$ cat config.mk
export PLATFORM = sky130hd
export DESIGN_NAME = waveform_generator
export DESIGN_NICKNAME = d
export VERILOG_FILES = /design/src/rtl/waveform_pkg.sv /design/src/rtl/compare_channel.sv /design/src/rtl/pin_override.sv /design/src/rtl/waveform_generator.sv
export SDC_FILE = /design/constraint.sdc
export NUM_CORES = 1
export LEC_CHECK = 0
export BUFFER_PORTS_ARGS = -buffer_cell sky130_fd_sc_hd__buf_2
export CAP_MARGIN = 30
export CORE_MARGIN = 5
export CORE_UTILIZATION = 28
export CTS_CLUSTER_DIAMETER = 40
export DETAILED_ROUTE_END_ITERATION = 12
export GPL_TIMING_DRIVEN = 1
export PLACE_DENSITY = 0.4
export RECOVER_POWER = 25
export SYNTH_ARGS = -nofsm -noshare
export SYNTH_HDL_FRONTEND = slang
export SYNTH_HIERARCHICAL = 1
export SYNTH_SLANG_ARGS = --single-unit
$ cat constraint.sdc
create_clock -name clk -period 4.4 [get_ports clk]
set_input_delay 0.22 -clock clk [delete_from_list [all_inputs] [get_ports clk]]
set_output_delay 0.22 -clock clk [all_outputs]
set_load 0.03 [all_outputs]
$ cat src/rtl/waveform_pkg.sv
package waveform_pkg;

    // ==========================================================
    // Register indices (byte address is index, data is 16 bits)
    localparam logic [3:0] REG_CTRL = 4'h0;
    localparam logic [3:0] REG_COUNT = 4'h1;
    localparam logic [3:0] REG_CMP_A = 4'h2;
    localparam logic [3:0] REG_CMP_B = 4'h3;
    localparam logic [3:0] REG_CAPT = 4'h4;
    localparam logic [3:0] REG_FLAGS = 4'h5;
    localparam logic [3:0] REG_FORCE = 4'h6;
    localparam logic [3:0] REG_STATE = 4'h7;

    // ==========================================================
    // Flag bit positions in REG_FLAGS
    localparam int FLAG_OVF = 0;
    localparam int FLAG_CMP_A = 1;
    localparam int FLAG_CMP_B = 2;
    localparam int FLAG_CAPT = 3;
    localparam int NUM_FLAGS = 4;
    localparam int NUM_CH = 2;

    // ==========================================================
    // Waveform mode codes
    localparam logic [3:0] MODE_NORMAL = 4'h0;
    localparam logic [3:0] MODE_CTC_CMP = 4'h4;
    localparam logic [3:0] MODE_FAST_8 = 4'h5;
    localparam logic [3:0] MODE_FAST_9 = 4'h6;
    localparam logic [3:0] MODE_FAST_10 = 4'h7;
    localparam logic [3:0] MODE_CTC_CAPT = 4'hC;
    localparam logic [3:0] MODE_FAST_CAPT = 4'hE;
    localparam logic [3:0] MODE_FAST_CMP = 4'hF;

    // ==========================================================
    // Counter values
    localparam logic [15:0] CNT_BOTTOM = 16'h0000;
    localparam logic [15:0] CNT_MAX = 16'hFFFF;
    localparam logic [15:0] CNT_ONE = 16'h0001;
    localparam logic [15:0] TOP_8BIT = 16'h00FF;
    localparam logic [15:0] TOP_9BIT = 16'h01FF;
    localparam logic [15:0] TOP_10BIT = 16'h03FF;
    localparam logic [15:0] CTRL_RESET = 16'h0000;

    // ==========================================================
    // Compare output mode encodings
    localparam logic [1:0] COM_OFF = 2'h0;
    localparam logic [1:0] COM_TOGGLE = 2'h1;
    localparam logic [1:0] COM_CLEAR = 2'h2;
    localparam logic [1:0] COM_SET = 2'h3;

    typedef struct packed {
        logic [3:0] waveformModeSelect;
        logic [1:0] compareOutputModeB;
        logic [1:0] compareOutputModeA;
    } ctrl_s;

    typedef struct packed {
        logic [NUM_CH-1:0] direction;
        logic [NUM_CH-1:0] value;
    } port_s;

endpackage

$ cat src/rtl/compare_channel.sv
`timescale 1ns/1ps
module compare_channel (
    // Clock and reset
    input wire logic clk,
    input wire logic rst_n,
    input wire logic ce,
    // Timing
    input wire logic tick,
    input wire logic [15:0] counterValue,
    input wire logic matchBlocked,
    input wire logic topEvent,
    input wire logic pwmMode,
    // Software side
    input wire logic writeCompare,
    input wire logic [15:0] writeData,
    input wire logic forceStrobe,
    input wire logic [1:0] compareOutputMode,
    // Results
    output logic [15:0] bufferValue,
    output logic matchEvent,
    output logic waveformOutputState
);
    import waveform_pkg::*;

    logic [15:0] activeCmp_r;
    logic [15:0] bufCmp_r;
    logic state_r;
    logic nonPwmNxt;

    assign bufferValue = bufCmp_r;
    assign matchEvent = tick && !matchBlocked && (counterValue == activeCmp_r);

    always_comb begin
        unique case (compareOutputMode)
            COM_TOGGLE: nonPwmNxt = ~state_r;
            COM_CLEAR: nonPwmNxt = 1'b0;
            COM_SET: nonPwmNxt = 1'b1;
            default: nonPwmNxt = state_r;
        endcase
    end

    // ==========================================================
    // Compare register and its buffer
    always_ff @(posedge clk) begin
        if (!rst_n) begin
            bufCmp_r <= CNT_BOTTOM;
        end else if (ce && writeCompare) begin
            bufCmp_r <= writeData;
        end
    end

    // Direct in non-PWM modes; reloaded from the buffer at top otherwise
    always_ff @(posedge clk) begin
        if (!rst_n) begin
            activeCmp_r <= CNT_BOTTOM;
        end else if (ce) begin
            if (writeCompare && !pwmMode) begin
                activeCmp_r <= writeData;
            end else if (pwmMode && topEvent) begin
                activeCmp_r <= bufCmp_r;
            end
        end
    end

    // ==========================================================
    // Output state; mode bits are read live so a change acts at the next match
    always_ff @(posedge clk) begin
        if (!rst_n) begin
            state_r <= 1'b0;
        end else if (ce) begin
            if (forceStrobe && !pwmMode) begin
                state_r <= nonPwmNxt;
            end else if (matchEvent && !pwmMode) begin
                state_r <= nonPwmNxt;
            end else if (matchEvent && pwmMode) begin
                // Match wins over top, so compare equal to top gives a steady level in clear and set modes
                unique case (compareOutputMode)
                    COM_TOGGLE: state_r <= ~state_r;
                    COM_CLEAR: state_r <= 1'b1;
                    COM_SET: state_r <= 1'b0;
                    default: state_r <= state_r;
                endcase
            end else if (topEvent && pwmMode) begin
                if (compareOutputMode == COM_CLEAR) begin
                    state_r <= 1'b0;
                end else if (compareOutputMode == COM_SET) begin
                    state_r <= 1'b1;
                end
            end
        end
    end

    assign waveformOutputState = state_r;
endmodule // compare_channel

$ cat src/rtl/pin_override.sv
`timescale 1ns/1ps
module pin_override (
    // Clock and reset
    input wire logic clk,
    input wire logic rst_n,
    input wire logic ce,
    // Sources
    input wire logic [1:0] compareOutputMode,
    input wire logic portValue,
    input wire logic outputPinDirectionBit,
    input wire logic waveformOutputState,
    // Pin
    output logic pinOut,
    output logic pinOe
);
    import waveform_pkg::*;

    always_ff @(posedge clk) begin
        if (!rst_n) begin
            pinOut <= 1'b0;
            pinOe <= 1'b0;
        end else if (ce) begin
            pinOe <= outputPinDirectionBit;
            pinOut <= (compareOutputMode != COM_OFF) ? waveformOutputState : portValue;
        end
    end
endmodule // pin_override

$ cat src/rtl/waveform_generator.sv
`timescale 1ns/1ps
module waveform_generator (
    // Clock, reset and freeze
    input wire logic clk,
    input wire logic rst_n,
    input wire logic ce,
    // Timer clock enable from the prescaler
    input wire logic tick,
    // Capture event from the input capture unit
    input wire logic captureEvent,
    // Register port
    input wire logic [3:0] addr,
    input wire logic [15:0] wrData,
    input wire logic wrStrobe,
    input wire logic rdStrobe,
    output logic [15:0] rdData,
    // Port pin sources
    input wire waveform_pkg::port_s portCtl,
    // Pins
    output logic [1:0] pinOut,
    output logic [1:0] pinOe,
    output logic [1:0] waveformOutputState
);
    import waveform_pkg::*;

    // ==========================================================
    // Control and data registers
    ctrl_s ctrl_r;
    logic [15:0] counterValue_r;
    logic [15:0] captureValue_r;
    logic [NUM_FLAGS-1:0] flags_r;
    logic [NUM_FLAGS-1:0] flagSet;
    logic blockNext_r;
    logic [15:0] rdData_r;

    logic wrCtrl;
    logic wrCount;
    logic wrCapt;
    logic wrFlags;
    logic wrForce;
    logic [1:0] wrCmp;
    logic [1:0] forceBits;
    logic [1:0] com [NUM_CH];
    logic [15:0] cmpBuf [NUM_CH];
    logic [1:0] matchEvt;

    logic isFast;
    logic isCtc;
    logic topFromCmpA;
    logic topFromCapt;
    logic [15:0] topValue;
    logic topEvent;
    logic wrapEvent;
    logic advance;

    assign advance = ce && tick;
    assign wrCtrl = ce && wrStrobe && addr == REG_CTRL;
    assign wrCount = ce && wrStrobe && addr == REG_COUNT;
    assign wrCmp[0] = ce && wrStrobe && addr == REG_CMP_A;
    assign wrCmp[1] = ce && wrStrobe && addr == REG_CMP_B;
    assign wrCapt = ce && wrStrobe && addr == REG_CAPT;
    assign wrFlags = ce && wrStrobe && addr == REG_FLAGS;
    assign wrForce = ce && wrStrobe && addr == REG_FORCE;
    assign forceBits = wrForce ? wrData[1:0] : 2'h0;
    assign com[0] = ctrl_r.compareOutputModeA;
    assign com[1] = ctrl_r.compareOutputModeB;

    always_ff @(posedge clk) begin
        if (!rst_n) begin
            ctrl_r <= ctrl_s'(CTRL_RESET[$bits(ctrl_s)-1:0]);
        end else if (wrCtrl) begin
            ctrl_r <= ctrl_s'(wrData[$bits(ctrl_s)-1:0]);
        end
    end

    // ==========================================================
    // Mode decode
    always_comb begin
        isFast = 1'b0;
        isCtc = 1'b0;
        topFromCmpA = 1'b0;
        topFromCapt = 1'b0;
        topValue = CNT_MAX;
        unique case (ctrl_r.waveformModeSelect)
            MODE_CTC_CMP: begin
                isCtc = 1'b1;
                topFromCmpA = 1'b1;
                topValue = cmpBuf[0];
            end
            MODE_CTC_CAPT: begin
                isCtc = 1'b1;
                topFromCapt = 1'b1;
                topValue = captureValue_r;
            end
            MODE_FAST_8: begin
                isFast = 1'b1;
                topValue = TOP_8BIT;
            end
            MODE_FAST_9: begin
                isFast = 1'b1;
                topValue = TOP_9BIT;
            end
            MODE_FAST_10: begin
                isFast = 1'b1;
                topValue = TOP_10BIT;
            end
            MODE_FAST_CAPT: begin
                isFast = 1'b1;
                topFromCapt = 1'b1;
                topValue = captureValue_r;
            end
            MODE_FAST_CMP: begin
                isFast = 1'b1;
                topFromCmpA = 1'b1;
                topValue = cmpBuf[0];
            end
            // Normal and the dual-slope codes that this block leaves out
            default: begin
                isFast = 1'b0;
            end
        endcase
    end

    // A blocked cycle also hides the top match, so the counter runs on past it
    assign topEvent = advance && (isFast || isCtc) && !blockNext_r
        && counterValue_r == topValue;
    assign wrapEvent = advance && !isFast && counterValue_r == CNT_MAX;

    // ==========================================================
    // Counter
    always_ff @(posedge clk) begin
        if (!rst_n) begin
            counterValue_r <= CNT_BOTTOM;
        end else if (wrCount) begin
            counterValue_r <= wrData;
        end else if (topEvent) begin
            counterValue_r <= CNT_BOTTOM;
        end else if (advance) begin
            counterValue_r <= counterValue_r + CNT_ONE;
        end
    end

    // A counter write masks the next timer clock's matches, even when stopped
    always_ff @(posedge clk) begin
        if (!rst_n) begin
            blockNext_r <= 1'b0;
        end else if (wrCount) begin
            blockNext_r <= 1'b1;
        end else if (advance) begin
            blockNext_r <= 1'b0;
        end
    end

    // ==========================================================
    // Compare channels and pin overrides
    // Compare A's buffer doubles as the direct register outside PWM modes
    genvar ch;
    generate
        for (ch = 0; ch < NUM_CH; ch++) begin : g_ch
            compare_channel u_cmp (
                .clk(clk),
                .rst_n(rst_n),
                .ce(ce),
                .tick(advance),
                .counterValue(counterValue_r),
                .matchBlocked(blockNext_r),
                .topEvent(topEvent && isFast),
                .pwmMode(isFast),
                .writeCompare(wrCmp[ch]),
                .writeData(wrData),
                .forceStrobe(forceBits[ch]),
                .compareOutputMode(com[ch]),
                .bufferValue(cmpBuf[ch]),
                .matchEvent(matchEvt[ch]),
                .waveformOutputState(waveformOutputState[ch])
            );
            pin_override u_pin (
                .clk(clk),
                .rst_n(rst_n),
                .ce(ce),
                .compareOutputMode(com[ch]),
                .portValue(portCtl.value[ch]),
                .outputPinDirectionBit(portCtl.direction[ch]),
                .waveformOutputState(waveformOutputState[ch]),
                .pinOut(pinOut[ch]),
                .pinOe(pinOe[ch])
            );
        end
    endgenerate

    // ==========================================================
    // Capture register; compare output mode plays no part here
    always_ff @(posedge clk) begin
        if (!rst_n) begin
            captureValue_r <= CNT_BOTTOM;
        end else if (wrCapt) begin
            captureValue_r <= wrData;
        end else if (ce && captureEvent && !topFromCapt) begin
            captureValue_r <= counterValue_r;
        end
    end

    // ==========================================================
    // Flags: hardware set beats a write-one clear in the same cycle
    always_comb begin
        flagSet = '0;
        flagSet[FLAG_OVF] = (isFast ? topEvent : wrapEvent);
        flagSet[FLAG_CMP_A] = matchEvt[0] || (topEvent && topFromCmpA);
        flagSet[FLAG_CMP_B] = matchEvt[1];
        flagSet[FLAG_CAPT] = (ce && captureEvent && !topFromCapt)
            || (topEvent && topFromCapt);
    end

    always_ff @(posedge clk) begin
        if (!rst_n) begin
            flags_r <= '0;
        end else if (ce) begin
            flags_r <= (flags_r & ~(wrFlags ? wrData[NUM_FLAGS-1:0] : '0)) | flagSet;
        end
    end

    // ==========================================================
    // Read port: data stand only in the cycle after the strobe
    always_ff @(posedge clk) begin
        if (!rst_n) begin
            rdData_r <= CNT_BOTTOM;
        end else if (ce && rdStrobe) begin
            unique case (addr)
                REG_CTRL: rdData_r <= {8'h00, ctrl_r};
                REG_COUNT: rdData_r <= counterValue_r;
                REG_CMP_A: rdData_r <= cmpBuf[0];
                REG_CMP_B: rdData_r <= cmpBuf[1];
                REG_CAPT: rdData_r <= captureValue_r;
                REG_FLAGS: rdData_r <= {12'h000, flags_r};
                REG_STATE: rdData_r <= {14'h0, waveformOutputState};
                default: rdData_r <= CNT_BOTTOM;
            endcase
        end else if (ce) begin
            rdData_r <= CNT_BOTTOM;
        end
    end

    assign rdData = rdData_r;
endmodule // waveform_generator

-- Word level (Yosys, flattened, before mapping)
Index checks and enable logic that the tools add are counted.
- input bits: 31
- output and inout port bits: 22
- register bits: 131
- logic and storage cells: 151
- bitwise gates (word level): 5
- muxes and demuxes: 40
- eq/ne operators: 24
- $add $sub $neg: 1
- reductions and logical operators: 63
- operators with widths (kind ; number):
    $mux 16 ; 11
    $pmux 16 s7 ; 1
    $pmux 16 s5 ; 1
    $eq 16x16->1 ; 3
    $logic_and 1x1->1 ; 34
    $eq 4x3->1 const B ; 8
    $mux 1 ; 21
    $reduce_bool 5->1 ; 4
    $add 16x1->16 const B ; 1
    $eq 16x16->1 const B ; 1
    $reduce_bool 2->1 ; 7
    $eq 4x4->1 const B ; 3
    $pmux 1 s3 ; 4
    $eq 2x2->1 const B ; 4
    $eq 4x2->1 const B ; 2
    $reduce_and 4->1 ; 2
    $reduce_bool 4->1 ; 2
    $reduce_or 2->1 ; 3
    $reduce_or 5->1 ; 1
    $and 4x4->4 ; 1
    $eq 2x1->1 const B ; 2
    $eq 4x1->1 const B ; 1
    $logic_not 4->1 ; 1
    $mux 4 ; 1
    other kinds (8) ; 14

-- Logic depth before layout (Yosys ltp)
- depth in word-level cells: 13
- gate-level depth with buffers: 15
- depth with buffers taken out: 11

-- Modules after synthesis
Netlist, hierarchy kept.
- by module, submodules not included (module ; instances ; cells each ; sequential area each (sq um) ; area each (sq um)):
    waveform_generator ; 1 ; 515 ; 1221.2 ; 4037.6
    compare_channel ; 2 ; 197 ; 660.6 ; 1716.6
    pin_override ; 2 ; 8 ; 40.0 ; 81.3

-- Worst setup path after synthesis
No wires, ideal clock.
- kind: reg-to-reg
- from: register ctrl_r[5] (netlist name)
- to: register g_ch[0].u_cmp.activeCmp_r[11]
- required time: 4.284 ns
- library setup time: 0.116 ns
- arrival time: 2.950 ns
- period minus slack after synthesis: 3.066 ns
- path buffers: 3
- cell stages (with the launch flop): 14
- path slack: 1.334 ns
- cell sequence: dfxtp_1 -> buf_6 -> or4_1 -> o211a_1 -> or3_1 -> o211a_1 -> or3_1 -> nor3_1 -> a21oi_1 -> nor2b_1 -> clkbuf_2 -> buf_2 -> nand2_1 -> o211a_1
- longest elaborated chain between the ends: 11
- elaborated cells between the ends (all ways): 26
- classes of those cells: eq/ne (8); mux (4); reduce/logical (14)
- ends and longest elaborated chain (what ; RTL line ; source):
    from (decl) ; waveform_generator.sv:28 ; ctrl_s ctrl_r;
    from (signal assigned) ; waveform_generator.sv:70 ; ctrl_r <= ctrl_s'(CTRL_RESET[$bits(ctrl_s)-1:0]);
    from (signal assigned) ; waveform_generator.sv:72 ; ctrl_r <= ctrl_s'(wrData[$bits(ctrl_s)-1:0]);
    parallel branches: the longest is 11 deep, another holds $pmux 16 s5 ; -- ;
    to (signal assigned) ; compare_channel.sv:58 ; activeCmp_r <= writeData;
    to (signal assigned) ; compare_channel.sv:60 ; activeCmp_r <= bufCmp_r;
    to (decl) ; compare_channel.sv:25 ; logic [15:0] activeCmp_r;
Parallel ways; which one is timed is not known.
A chain may end at the register's enable or synchronous reset.

-- Worst setup path after layout
- from: register ctrl_r[7] (netlist name)
- to: register g_ch[1].u_cmp.activeCmp_r[15]
- longest elaborated chain between the ends: 11
- elaborated cells between the ends (all ways): 26
- classes of those cells: eq/ne (8); mux (4); reduce/logical (14)
- ends and longest elaborated chain (what ; RTL line):
    parallel branches: the longest is 11 deep, another holds $pmux 16 s5 ; --
    to (signal assigned) ; compare_channel.sv:58
    to (signal assigned) ; compare_channel.sv:60
    to (decl) ; compare_channel.sv:25
Parallel ways; which one is timed is not known.

==> impl_metrics.tcl <==
set metrics [dict create \
    status "finished clean" \
    yosys.area.top_type "dfxtp_1" \
    cts_tree "built" \
    final_nets 980 \
    gp_congestion 0.798 \
    endpoint_kind "register" \
    yosysWarnings 6 \
    setup_viol 0 \
    route.detailed.drc 0 \
    async_reset_ff_frac 0 \
    rsz0062_at_grt "false" \
    drive_gt1_frac 0.101 \
    crit_buf_inv 2 \
    synth_nets 957 \
    core_area_um2 26900 \
    rrSetupSlack_ns 0.82 \
    vias_per_cell 5.39 \
    rows 60 \
    cts_sinks 131 \
    initial_core_util 0.284 \
    grt_max_degree 79 \
    holdBufCountCts 0 \
    grtUsageMet1 0.257 \
    final_util 0.327 \
    portBuffers 52 \
    synthCells 925 \
    design_area_um2 8780 \
    postCtsSetupBuffers 0 \
    cts.clk_slew.worst_paths_ns 0.06 \
    min_path_cells 3 \
    synth_area_um2 7630 \
    cts_root_buf "clkbuf_16" \
    whs_ns 0.0538 \
    gr-max-usage-layer "met2" \
    synth.avg_cell_area_um2 8.25 \
    io_pins 53 \
    crit_start "ctrl_r[7]" \
    cap_violations 0 \
    antenna_found_initial 0 \
    required_ns 4.72 \
    antennaDiodeCount 0 \
    synth_common_cells "dfxtp_1, nand2_1, nor2_1, mux2i_1, clkbuf_1" \
    synth_edf_count 0 \
    ys_ff_latch 131 \
    route.final.wire_length_um 29500 \
    grt_pass1_vias 6757 \
    fillCellCount 2861 \
    slew_headroom 0.272 \
    grt_overflow 0 \
    cp_cell_sequence "nor3b_1 -> or4_1 -> o32a_1 -> o211a_1 -> or3_1 -> nor3_1 -> buf_4 -> a21oi_1 -> nor2b_2 -> buf_4 -> nand2_1 -> o211a_1" \
    place_area_um2 8220 \
    drtIter0Drc 491 \
    slowest_stage "dfxtp_1" \
    cts.repair.resized 0 \
    first_pass_iters 5 \
    worst-path-stages 12 \
    htreeDepth 4 \
    r2r-end "g_ch[1].u_cmp/activeCmp_r[15]" \
    area_delta_synth_final_pct 15.0 \
    grtUsageTotal 0.190 \
    synth.distinct_cells 66 \
    fin_crit_sh 0.813 \
    synth_flop_cell "dfxtp_1" \
    fin_setup_tns_ns 0 \
    period_needed_ns 3.58 \
    hold_viol 0 \
    hpwl_um 20900 \
    postRouteAntennaNets 0 \
    r2r-start "ctrl_r[7]" \
    die_h_um 175 \
    num_vias 7023 \
    ys_seq_area_frac 0.344 \
    crit_path_end "g_ch[1].u_cmp/activeCmp_r[15]" \
    use_met2 0.313 \
    startpoint_type "register" \
    p_per_area_nw_per_um2 327 \
    cts_made_buffers 17 \
    tightestPinTransition_ns 1.09 \
    cts_max_path_buffers 2 \
    critPathMaxFanout 32 \
    insertion_delay_ns 0.43 \
    synth_top_cell_area_share 0.344 \
    path_class "reg -> reg" \
    max_stage_delay_ns 0.76 \
    path_delay_family "simple AND/OR/NAND/NOR gates" \
    use_met3 0.0292 \
    holdCritPathClass "in -> reg" \
    synth_area_leaders "dfxtp_1, mux2i_1, nand2_1" \
    die-area_um2 30700 \
    arrival_ns 3.90 \
    maxSlewViolCount 0 \
    power_leakage_nw 3.30 \
    fmax_mhz 280 \
    routedWlPerCell_um 22.6 \
    fp.dieW_um 175 \
    clock_skew_ns 0.00968 \
    reg2reg_depth 12 \
    grt_pass1_wl_um 44600 \
    peakVddDrop_mv 0.151 \
]
worst min path at each step:
stage,from,endpoint,slack (ns)
after floorplan,ce,g_ch[0].u_pin/pinOut,0.32
after global placement,rdData[6],rdData[6],0.47
after detailed placement,rdData[10],rdData[10],0.47
after CTS,portCtl[2],g_ch[0].u_pin/pinOe,0.05
after global routing,portCtl[2],g_ch[0].u_pin/pinOe,0.07
final,portCtl[2],g_ch[0].u_pin/pinOe,0.05
worst min-delay path, cell delays in order:
cell and delay (ns):
buf_2 0.08, mux2i_1 0.06, nor2b_1 0.09
layout by cell type, fill, tap and decap left out, drive strengths merged, types with 4 or more instances in the layout:
cell type / netlist / routed
nor3: 14 / 14
clkinv: 0 / 4
and2: 7 / 7
nand4: 17 / 17
a222oi: 4 / 4
a21boi: 33 / 33
clkinvlp: 0 / 4
a22o: 16 / 16
nor2: 75 / 75
nor4: 8 / 8
xor2: 15 / 15
dfxtp: 131 / 131
and3b: 7 / 7
nand4b: 4 / 4
clkbuf: 50 / 43
or4: 7 / 7
and4b: 4 / 4
o211a: 34 / 34
or3b: 4 / 4
a22oi: 27 / 27
nand2: 131 / 131
nor3b: 6 / 6
buf: 20 / 49
xnor2: 40 / 40
a21oi: 36 / 36
o21ai: 25 / 25
o221ai: 8 / 8
nor2b: 13 / 13
a211oi: 19 / 19
inv: 21 / 25
nand3: 15 / 15
a31oi: 7 / 7
nand2b: 7 / 7
or3: 6 / 6
o22ai: 4 / 4
and3: 13 / 13
mux2i: 65 / 65
per-stage QoR:
stage                     setup WS [ns]  std cells  power, mW
after floorplan                    1.33        925       1.35
after global placement            0.912       1268       1.45
after detailed placement          0.869       1269       1.45
after CTS                         0.860       1301       2.91
after global routing              0.552       1302       2.97
final                             0.823       1302       2.87
sequential cells by signal, indices dropped and copies added, names as in the netlist, 2 cells and up:
register,cells
flags_r,4
ctrl_r,4
g_ch.u_cmp/activeCmp_r,32
g_ch.u_pin/pinOe,2
captureValue_r,16
g_ch.u_pin/pinOut,2
counterValue_r,16
g_ch.u_cmp/bufferValue,32
com,4
rdData,16
g_ch.u_cmp/waveformOutputState,2
report_power, final:
part	switching, mW	internal [mW]
sequential	0.0204	1.20
combinational	0.134	0.0677
clock	0.610	0.841
total	0.764	2.11
final cells by class:
class / instances / area, um^2 / area share
sequential: 131 / 2620 / 0.299
timing repair buffer: 74 / 419 / 0.0478
multi-input combinational: 703 / 4650 / 0.530
tap: 341 / 427 / 0.0486
inverter: 21 / 78.8 / 0.00898
clock inverter: 14 / 153 / 0.0174
clock buffer: 18 / 429 / 0.0489
per-layer routing:
metal	routed length [um]	part of all wire
met1	13900	0.47
met2	13600	0.46
met3	1210	0.041
met4	653	0.022
met5	0	0
kinds of logic after synthesis:
group,share of synthesized area
simple gates,0.228
compound gates,0.227
fa+ha+maj,0.00164
flops,0.344
mux,0.0867
buf+inv,0.0502
xor+xnor,0.0631
No activity file was read; power rests on OpenSTA's default activity.
